**config.mk**
```make
export PLATFORM = sky130hd
export DESIGN_NAME = uhcsr_regs
export DESIGN_NICKNAME = d
export VERILOG_FILES = /design/src/uhcsr_regs.v /design/src/uhcsr_wrap_cnt.v
export VERILOG_INCLUDE_DIRS = /design/src
export SDC_FILE = /design/constraint.sdc
export NUM_CORES = 1
export LEC_CHECK = 0
export BUFFER_PORTS_ARGS = -buffer_cell sky130_fd_sc_hd__clkbuf_2
export CAP_MARGIN = 15
export CORE_MARGIN = 5
export CORE_UTILIZATION = 52
export DETAILED_ROUTE_END_ITERATION = 12
export GPL_TIMING_DRIVEN = 0
export PLACE_DENSITY_LB_ADDON = 0.1
export RECOVER_POWER = 50
export SLEW_MARGIN = 20
export SYNTH_ARGS = -nofsm -noshare
export SYNTH_HDL_FRONTEND = slang
export SYNTH_SLANG_ARGS = --single-unit
```
**constraint.sdc**
```tcl
create_clock -name core_clk -period 1.85 [get_ports core_clk]
set_clock_uncertainty 0.05 [all_clocks]
set_input_delay 0.185 -clock core_clk [delete_from_list [all_inputs] [get_ports core_clk]]
set_output_delay 0.185 -clock core_clk [all_outputs]
set_load 0.02 [all_outputs]
```
**src/uhcsr_defines.vh**
```
// Register offsets, field positions, reset values and timing counts for the
// host controller command, status and event register block.
// Assumes inclusion by bare name from the design files of this block.
`ifndef UHCSR_DEFINES_VH
`define UHCSR_DEFINES_VH

// ****************************************************************
// Register codes
// ****************************************************************
`define UHCSR_CODE_CMD_RD 8'h02
`define UHCSR_CODE_CMD_WR 8'h82
`define UHCSR_CODE_EVT_RD 8'h03
`define UHCSR_CODE_EVT_WR 8'h83
`define UHCSR_CODE_ENA_RD 8'h04
`define UHCSR_CODE_ENA_WR 8'h84
`define UHCSR_CODE_ENA_CLR 8'h85
`define UHCSR_CODE_CTL_RD 8'h01
`define UHCSR_CODE_CTL_WR 8'h81

// ****************************************************************
// Field positions
// ****************************************************************
`define UHCSR_CMD_SRST_BIT 0
`define UHCSR_CMD_OVC_LO 16
`define UHCSR_CMD_OVC_HI 17
`define UHCSR_EVT_OVR_BIT 0
`define UHCSR_EVT_MASK 32'h0000007D
`define UHCSR_ENA_GATE_BIT 31
`define UHCSR_ENA_MASK 32'h8000007D
`define UHCSR_CTL_FS_LO 6
`define UHCSR_CTL_FS_HI 7
`define UHCSR_CTL_MASK 32'h000006FF

// ****************************************************************
// Reset values and encodings
// ****************************************************************
`define UHCSR_ZERO32 32'h00000000
`define UHCSR_OVC_RESET 2'h0
`define UHCSR_FS_RESET 2'h0
`define UHCSR_FS_SUSPEND 2'h3
`define UHCSR_PRESERVE_MASK 32'h00000200

// ****************************************************************
// Timing
// ****************************************************************
`define UHCSR_CLK_MHZ 100
`define UHCSR_SRST_MAX_US 10
`define UHCSR_SRST_MAX_CYC (`UHCSR_SRST_MAX_US * `UHCSR_CLK_MHZ)

`endif

```
**src/uhcsr_regs.v**
```verilog
// Command status, event status, event enable and control registers of a
// full/low-speed host controller, with its self-clearing software reset.
// Assumes a parallel bus where software presents a code and a data word in one cycle,
// and that hardware event strobes are synchronous to core_clk.
`include "uhcsr_defines.vh"

module uhcsr_regs #(
    parameter SRST_CYCLES = `UHCSR_SRST_MAX_CYC,
    parameter CNT_W = 11
) (
    // Clock and reset
    input wire core_clk,
    input wire sys_rst,
    // Register access port
    input wire reg_wr,
    input wire reg_rd,
    input wire [7:0] reg_code,
    input wire [31:0] reg_wdata,
    output reg [31:0] reg_rdata_r,
    // Hardware event strobes
    input wire periodic_busy_at_eof,
    input wire [31:0] hw_event_set,
    // Interrupt request and status outputs
    output reg irq_r,
    output reg soft_rst_active_r,
    output reg [1:0] functional_state_r,
    output reg port_reset_drive_r
);

    // ****************************************************************
    // State machine encoding
    // ****************************************************************
    localparam ST_IDLE = 2'b01;
    localparam ST_RESET = 2'b10;

    reg [1:0] state_r;
    reg [CNT_W-1:0] tmr_r;
    reg srst_req_r;
    reg [31:0] evt_r;
    reg [31:0] ena_r;
    reg [31:0] ctl_r;
    reg [31:0] evt_nxt;
    reg [31:0] ena_nxt;
    reg [31:0] ctl_nxt;
    reg [31:0] rdata_nxt;
    reg [1:0] state_nxt;
    reg [CNT_W-1:0] tmr_nxt;
    reg srst_nxt;
    wire [1:0] ovr_cnt;
    wire overrun;
    wire cmd_wr;
    wire evt_wr;
    wire ena_wr;
    wire ena_clr;
    wire ctl_wr;
    wire srst_done;
    wire [31:0] cmd_view;

    // ****************************************************************
    // Decode
    // ****************************************************************
    assign overrun = periodic_busy_at_eof;
    assign cmd_wr = reg_wr && (reg_code == `UHCSR_CODE_CMD_WR);
    assign evt_wr = reg_wr && (reg_code == `UHCSR_CODE_EVT_WR);
    assign ena_wr = reg_wr && (reg_code == `UHCSR_CODE_ENA_WR);
    assign ena_clr = reg_wr && (reg_code == `UHCSR_CODE_ENA_CLR);
    assign ctl_wr = reg_wr && (reg_code == `UHCSR_CODE_CTL_WR);
    assign srst_done = (state_r == ST_RESET) &&
        (tmr_r == SRST_CYCLES[CNT_W-1:0] - {{(CNT_W-1){1'b0}}, 1'b1});

    // ****************************************************************
    // Overrun tally
    // ****************************************************************
    // The tally has no software write path at all.
    uhcsr_wrap_cnt #(
        .W(2)
    ) u_ovr_cnt (
        .core_clk(core_clk),
        .sys_rst(sys_rst),
        .inc(overrun),
        .cnt_r(ovr_cnt)
    );

    // Reserved bits of the command register read zero.
    assign cmd_view = {14'h0000, ovr_cnt, 15'h0000, srst_req_r};

    // ****************************************************************
    // Software reset sequencer
    // ****************************************************************
    always @*
    begin
        state_nxt = state_r;
        tmr_nxt = tmr_r;
        srst_nxt = srst_req_r;
        case (state_r)
            ST_IDLE:
            begin
                tmr_nxt = {CNT_W{1'b0}};
                if (cmd_wr && reg_wdata[`UHCSR_CMD_SRST_BIT])
                begin
                    srst_nxt = 1'b1;
                    state_nxt = ST_RESET;
                end
            end
            ST_RESET:
            begin
                tmr_nxt = tmr_r + {{(CNT_W-1){1'b0}}, 1'b1};
                if (srst_done)
                begin
                    srst_nxt = 1'b0;
                    state_nxt = ST_IDLE;
                end
            end
            default:
            begin
                state_nxt = ST_IDLE;
                srst_nxt = 1'b0;
            end
        endcase
    end

    // ****************************************************************
    // Register next values
    // ****************************************************************
    always @*
    begin
        evt_nxt = evt_r;
        ena_nxt = ena_r;
        ctl_nxt = ctl_r;
        if (evt_wr)
        begin
            evt_nxt = evt_nxt & ~reg_wdata;
        end
        // Set after clear, so a same-cycle event is kept.
        evt_nxt = evt_nxt | (hw_event_set & `UHCSR_EVT_MASK);
        if (overrun)
        begin
            evt_nxt[`UHCSR_EVT_OVR_BIT] = 1'b1;
        end
        if (ena_wr)
        begin
            ena_nxt = ena_r | (reg_wdata & `UHCSR_ENA_MASK);
        end
        if (ena_clr)
        begin
            ena_nxt = ena_r & ~(reg_wdata & `UHCSR_ENA_MASK);
        end
        if (ctl_wr)
        begin
            ctl_nxt = reg_wdata & `UHCSR_CTL_MASK;
        end
        if (state_r == ST_RESET)
        begin
            // Enable register clears; control keeps preserved bits, FS goes to suspend.
            ena_nxt = `UHCSR_ZERO32;
            ctl_nxt = ctl_r & `UHCSR_PRESERVE_MASK;
            ctl_nxt[`UHCSR_CTL_FS_HI:`UHCSR_CTL_FS_LO] =
                `UHCSR_FS_SUSPEND;
        end
    end

    // ****************************************************************
    // Read mux
    // ****************************************************************
    always @*
    begin
        case (reg_code)
            `UHCSR_CODE_CMD_RD: rdata_nxt = cmd_view;
            `UHCSR_CODE_EVT_RD: rdata_nxt = evt_r;
            `UHCSR_CODE_ENA_RD: rdata_nxt = ena_r;
            `UHCSR_CODE_CTL_RD: rdata_nxt = ctl_r;
            default: rdata_nxt = `UHCSR_ZERO32;
        endcase
    end

    // ****************************************************************
    // Registers
    // ****************************************************************
    // Bus accesses during a software reset are the driver's fault; the
    // block still answers them but gives no guarantees.
    always @(posedge core_clk)
    begin
        if (sys_rst)
        begin
            state_r <= ST_IDLE;
            tmr_r <= {CNT_W{1'b0}};
            srst_req_r <= 1'b0;
            evt_r <= `UHCSR_ZERO32;
            ena_r <= `UHCSR_ZERO32;
            ctl_r <= `UHCSR_ZERO32;
            reg_rdata_r <= `UHCSR_ZERO32;
            irq_r <= 1'b0;
            soft_rst_active_r <= 1'b0;
            functional_state_r <= `UHCSR_FS_RESET;
            port_reset_drive_r <= 1'b1;
        end
        else
        begin
            state_r <= state_nxt;
            tmr_r <= tmr_nxt;
            srst_req_r <= srst_nxt;
            evt_r <= evt_nxt;
            ena_r <= ena_nxt;
            ctl_r <= ctl_nxt;
            if (reg_rd)
            begin
                reg_rdata_r <= rdata_nxt;
            end
            irq_r <= ena_r[`UHCSR_ENA_GATE_BIT] &&
                (|(evt_r & ena_r & `UHCSR_EVT_MASK));
            soft_rst_active_r <= srst_nxt;
            functional_state_r <= ctl_nxt[`UHCSR_CTL_FS_HI:`UHCSR_CTL_FS_LO];
            // Port reset follows only the hardware reset.
            port_reset_drive_r <= 1'b0;
        end
    end

endmodule // uhcsr_regs

```
**src/uhcsr_wrap_cnt.v**
```verilog
// Small wrapping counter used for the scheduling overrun tally.
// Assumes a synchronous active-high reset on core_clk.
`include "uhcsr_defines.vh"

module uhcsr_wrap_cnt #(
    parameter W = 2
) (
    // Clock and reset
    input wire core_clk,
    input wire sys_rst,
    // Count control
    input wire inc,
    // Count value
    output reg [W-1:0] cnt_r
);

    // ****************************************************************
    // Counter
    // ****************************************************************
    // The count wraps from all ones back to zero.
    always @(posedge core_clk)
    begin
        if (sys_rst)
        begin
            cnt_r <= {W{1'b0}};
        end
        else if (inc)
        begin
            cnt_r <= cnt_r + {{(W-1){1'b0}}, 1'b1};
        end
    end

endmodule // uhcsr_wrap_cnt

```
==> results.sh, run 1 <==
export IMPL_hold_path_class="in -> reg"
export IMPL_die_w_um=98.4
export IMPL_synthArstFlopShare=0
export IMPL_ys_warn_count=0
export IMPL_vdd_drop_max_uv=450
export IMPL_cpMaxStageDelayCell="dfxtp_2"
export IMPL_required_ns=2.09
export IMPL_hp_start="reg_wdata[6]"
export IMPL_mappedNetlistArea_mm2=0.00407
export IMPL_via_per_inst=5.35
export IMPL_dp_hpwl_um=7620
export IMPL_finalWirelength_um=10700
export IMPL_hold_viol=0
export IMPL_cts_tree="built"
export IMPL_power_mw=3.97
export IMPL_nFillCells=683
export IMPL_grt_overflow_total=0
export IMPL_leakagePower_nw=2.01
export IMPL_dr_pass1_iters=4
export IMPL_ys_ff_latch=98
export IMPL_nNetsFinal=650
export IMPL_max_freq_mhz=579
export IMPL_cts_buffers=9
export IMPL_finalInstanceArea_mm2=0.00509
export IMPL_crit_path_start_kind="flip-flop"
export IMPL_clock_path_buffers=2
export IMPL_drive_gt1_frac=0.163
export IMPL_startpoint="state_r[1]"
export IMPL_synthCells=445
export IMPL_fin_setup_tns_ns=0
export IMPL_setup_viol=0
export IMPL_fp_dieArea_mm2=0.00969
export IMPL_synth_fp_nets=525
export IMPL_min_period_ns=1.73
export IMPL_final_cell_mix="97 x dfxtp_1, 60 x a21oi_1, 55 x clkbuf_1"
export IMPL_grt_pass1_vias=3663
export IMPL_synth_distinct_cells=50
export IMPL_grt_pass1_wl_um=17600
export IMPL_end_kind="flip-flop"
export IMPL_synth_edf_count=0
export IMPL_drt_iter0_markers=137
export IMPL_placed_area_mm2=0.00462
export IMPL_rsz0062_at_grt="false"
export IMPL_vias=3623
export IMPL_drcViolationCount=0
export IMPL_ant_nets=0
export IMPL_area_growth_synth_to_final_pct=25.2
export IMPL_grt_max_degree=18
export IMPL_worst_pin_slew_ns=0.812
export IMPL_period_share=0.934
export IMPL_ys_seq_area_frac=0.482
export IMPL_routedWlPerCell_um=15.8
export IMPL_grt_antenna_before_repair=0
export IMPL_path_clk_slew_ns=0.09
export IMPL_worstPathArrival_ns=1.97
export IMPL_place_congestion=0.861
export IMPL_power_density_mw_per_mm2=781
export IMPL_slew_headroom=0.458
export IMPL_cp_slowest_stage_delay_ns=0.38
export IMPL_fin_util=0.662
export IMPL_cap_violations=0
export IMPL_mostFrequentLayoutCell="dfxtp_1"
export IMPL_n_antenna_cell=0
export IMPL_die_h_um=98.4
export IMPL_synth_ff_type="dfxtp_1"
export IMPL_status="finished clean"
export IMPL_critical_path_max_fanout=7
export IMPL_crit_chain="inv_1, ha_4, nand4b_1, buf_4, or3_1, a21oi_1"
export IMPL_cts_sinks=98
export IMPL_syn_area_per_cell_um2=9.14
export IMPL_grt_usage=0.225
export IMPL_worstSkewPairLatency_ns=0.37
export IMPL_worstSetupPathType="reg -> reg"
export IMPL_start_util=0.529
export IMPL_reg2reg_from="state_r[1]"
export IMPL_numPortBuffers=85
export IMPL_root_buffer="clkbuf_8"
export IMPL_slew_viol_final=0
export IMPL_io_pins=114
export IMPL_core_mm2=0.00769
export IMPL_num_rows=32
export IMPL_htree_levels=3
## layout make-up
cell class | count | area (um2) | area share
plain buffers | 29 | 164 | 0.0322
clock buffers | 10 | 128 | 0.0251
clock inverters | 6 | 93.8 | 0.0184
inverters | 10 | 37.5 | 0.00737
multi-input cells | 308 | 1910 | 0.376
flip-flops and latches | 98 | 1960 | 0.386
well taps | 102 | 128 | 0.0251
repair buffers | 114 | 664 | 0.130
## routing by layer
| metal | up-vias | share of wire | wire length [um] | track usage |
|---|---|---|---|---|
| li1 | 1789 | - | - | - |
| met1 | 1711 | 0.43 | 4650 | 0.282 |
| met2 | 101 | 0.48 | 5200 | 0.379 |
| met3 | 22 | 0.055 | 586 | 0.0375 |
| met4 | 0 | 0.026 | 283 | 0.101 |
| met5 | - | 0 | 0 | 0 |
## cell families after synthesis
family,share of synthesized area
AO/OA/AOI/OAI,0.160
XOR/XNOR,0.0215
buffers and inverters,0.0526
flip-flops,0.482
adder cells (fa/ha/maj),0.00923
multiplexers,0.0295
AND/OR/NAND/NOR,0.245
## worst max-delay path: cells and delay by family, from the launching register on
family / cells / cell delay [ns]
AOI/OAI and AO/OA: 1 / 0.15
DFF: 1 / 0.38
and+or+nand+nor: 2 / 0.52
adders and majority gates: 1 / 0.28
buffers and inverters: 2 / 0.28
## cell usage after synthesis, types with 4 or more instances
cell      count  area, um2
dfxtp_1      98       1960
a21oi_1      60        300
nor2_1       49        184
nand2b_1     27        169
nand2_1      25       93.8
nor2b_1      23        144
nor3_1       17       85.1
clkbuf_1     12       45.0
mux2i_1      12        120
inv_1        10       37.5
o21ai_1       9       45.0
and3_1        8       50.1
buf_2         8       40.0
nand3_1       6       30.0
xnor2_1       6       52.6
a22oi_1       5       37.5
o21ai_0       5       25.0
a311oi_2      4       60.1
buf_4         4       30.0
or3_1         4       25.0
xor2_1        4       35.0
## sequential cells by signal, indices dropped and copies added (netlist names), named ones only
name	flops
state_r	2
irq_r	1
ctl_r	10
reg_rdata_r	32
u_ovr_cnt.cnt_r	2
port_reset_drive_r	1
evt_r	32
tmr_r	11
## final timing paths
check                                end  slack (ns)  cells after the start
worst min-delay path            evt_r[6]       0.007                      2
worst min register to register  evt_r[7]        0.41                      2
worst max-delay path            tmr_r[5]        0.12                      6
worst max register to register  tmr_r[5]        0.12                      6
## metrics by stage
stage	std cells	hold WS [ns]	worst slack, ns
after global placement	632	0.302	-0.0803
after CTS	677	0.00200	0.00255
after floorplan	445	0.163	0.00208
after global routing	677	0.00639	0.0215
final	677	0.00675	0.122
after detailed placement	632	0.300	-0.138
## power by group
part           total [mW]  internal [mW]  switching, mW
clock                1.56          0.777          0.784
sequential           2.14           2.12         0.0138
combinational       0.276          0.133          0.144
## repair_timing
action / 4_1_cts / 5_1_grt
hold buffers: 27 / 0
resized for setup: 1 / 4
setup buffers: 2 / 0
endpoints found under the setup margin: 6 / 6
endpoints found under the hold margin: 27 / 0
No activity file was read; power rests on OpenSTA's default activity.
==> run 2: changes to the inputs <==
- MAX_ROUTING_LAYER: unset -> met4
==> results.sh, run 2 (synthesis gave the netlist of run 1 again) <==
export IMPL_regArea_mm2=0.00196
export IMPL_placedCellCount=632
export IMPL_worstSkewPairLatency_ns=0.36
export IMPL_setup_viol=0
export IMPL_hold_path_depth=2
export IMPL_num_rows=32
export IMPL_grt_overflow_total=0
export IMPL_grt_usage=0.231
export IMPL_cts_sinks=98
export IMPL_dp_hpwl_um=7620
export IMPL_rrSetupSlack_ns=0.13
export IMPL_drcViolationCount=0
export IMPL_grt_pass1_wl_um=17600
export IMPL_slew_headroom=0.481
export IMPL_max_freq_mhz=580
export IMPL_grt_antenna_before_repair=0
export IMPL_nNetsFinal=650
export IMPL_start_util=0.529
export IMPL_leakagePower_nw=2.01
export IMPL_min_period_ns=1.72
export IMPL_fp_dieArea_mm2=0.00969
export IMPL_worstSetupPathType="reg -> reg"
export IMPL_final_cell_mix="97 x dfxtp_1, 60 x a21oi_1, 55 x clkbuf_1"
export IMPL_end_kind="flip-flop"
export IMPL_mostFrequentLayoutCell="dfxtp_1"
export IMPL_place_congestion=0.875
export IMPL_critical_path_max_fanout=7
export IMPL_power_density_mw_per_mm2=779
export IMPL_crit_path_start_kind="flip-flop"
export IMPL_rsz0062_at_grt="false"
export IMPL_vdd_drop_max_uv=449
export IMPL_vias=3630
export IMPL_top_regs="evt_r: 32 flops, reg_rdata_r: 32 flops, tmr_r: 11 flops"
export IMPL_required_ns=2.09
export IMPL_worst_pin_slew_ns=0.778
export IMPL_grt_max_degree=18
export IMPL_drt_iter0_markers=147
export IMPL_numPortBuffers=85
export IMPL_reg2reg_from="state_r[1]"
export IMPL_die_h_um=98.4
export IMPL_n_antenna_cell=0
export IMPL_path_clk_slew_ns=0.10
export IMPL_cts_tree="built"
export IMPL_status="finished clean"
export IMPL_fin_cells=677
export IMPL_hold_path_class="in -> reg"
export IMPL_routedWlPerCell_um=15.9
export IMPL_multi_input_comb_area_mm2=0.00191
export IMPL_hold_path_end="evt_r[6]"
export IMPL_finalWirelength_um=10700
export IMPL_cap_violations=0
export IMPL_via_per_inst=5.36
export IMPL_worstPathArrival_ns=1.96
export IMPL_hold_viol=0
export IMPL_period_share=0.931
export IMPL_cpMaxStageDelayCell="dfxtp_2"
export IMPL_drive_gt1_frac=0.163
export IMPL_slew_viol_final=0
export IMPL_hp_start="reg_wdata[6]"
export IMPL_area_growth_synth_to_final_pct=25.2
export IMPL_root_buffer="clkbuf_8"
export IMPL_core_mm2=0.00769
export IMPL_fin_setup_tns_ns=0
export IMPL_htree_levels=3
export IMPL_cts_buffers=9
export IMPL_die_w_um=98.4
export IMPL_r2r_end="tmr_r[5]"
export IMPL_cp_slowest_stage_delay_ns=0.37
export IMPL_dr_pass1_iters=5
export IMPL_crit_chain="inv_1, ha_4, nand4b_1, buf_4, or3_1, a21oi_1"
export IMPL_clock_path_buffers=2
export IMPL_ant_nets=0
export IMPL_nFillCells=683
export IMPL_rr_worst_depth=6
export IMPL_io_pins=114
export IMPL_grt_pass1_vias=3661
run 2: cell counts in the layout (fill, tap and decap cells not counted):
Identical to the previous run, type by type.
run 2: worst max-delay path, delay by kind of cell (launching register included):
| family | cells | cell delay, ns |
|---|---|---|
| simple gates | 2 | 0.52 |
| flops | 1 | 0.37 |
| buf+inv | 2 | 0.28 |
| fa+ha+maj | 1 | 0.28 |
| compound gates | 1 | 0.15 |
run 2: per-layer routing:
metal  up-vias  global-route usage  wire length [um]  share of wire
li1       1789                   -                 -              -
met1      1713               0.285              4650           0.43
met2       103               0.379              5220           0.49
met3        25              0.0340               553          0.052
met4         0               0.101               308          0.029
met5         -                   -                 0              0
run 2: layout make-up:
| type | instances | area share |
|---|---|---|
| timing repair buffer | 114 | 0.130 |
| clock buffer | 10 | 0.0251 |
| buffer | 29 | 0.0322 |
| tap | 102 | 0.0251 |
| inverter | 10 | 0.00737 |
| multi-input combinational | 308 | 0.376 |
| sequential | 98 | 0.386 |
| clock inverter | 6 | 0.0184 |
run 2: timing repair:
item                       4_1_cts  5_1_grt
hold buffers                    27        0
hold endpoints to repair        27        0
resized for setup                1        4
buffers inserted                 2        0
setup endpoints to repair        6        6
run 2: report_power, final:
group          internal, mW  switching, mW
logic                 0.133          0.143
clock network         0.778          0.774
registers              2.12         0.0138
run 2: how the worst max path moves through the flow:
stage                     from         to  slack [ns]  cells past startpoint
floorplan           state_r[1]   tmr_r[6]       0.002                      5
global placement    state_r[1]  tmr_r[10]       -0.08                      6
detailed placement  state_r[1]  tmr_r[10]       -0.14                      6
CTS                 state_r[1]  tmr_r[10]       0.003                      7
global route        state_r[1]   tmr_r[5]        0.02                      6
finish              state_r[1]   tmr_r[5]        0.13                      6
run 2: per-stage QoR:
step                      setup WS [ns]  power [mW]  area, um2  hold WS (ns)  utilization
final                             0.127        3.96       5090       0.00912        0.662
after detailed placement         -0.138        2.42       4620         0.300        0.601
after CTS                       0.00255        3.99       5130       0.00200        0.667
after global placement          -0.0803        2.41       4620         0.302        0.601
after floorplan                 0.00208        2.30       4070         0.163            -
after global routing             0.0213        4.11       5090       0.00637        0.662
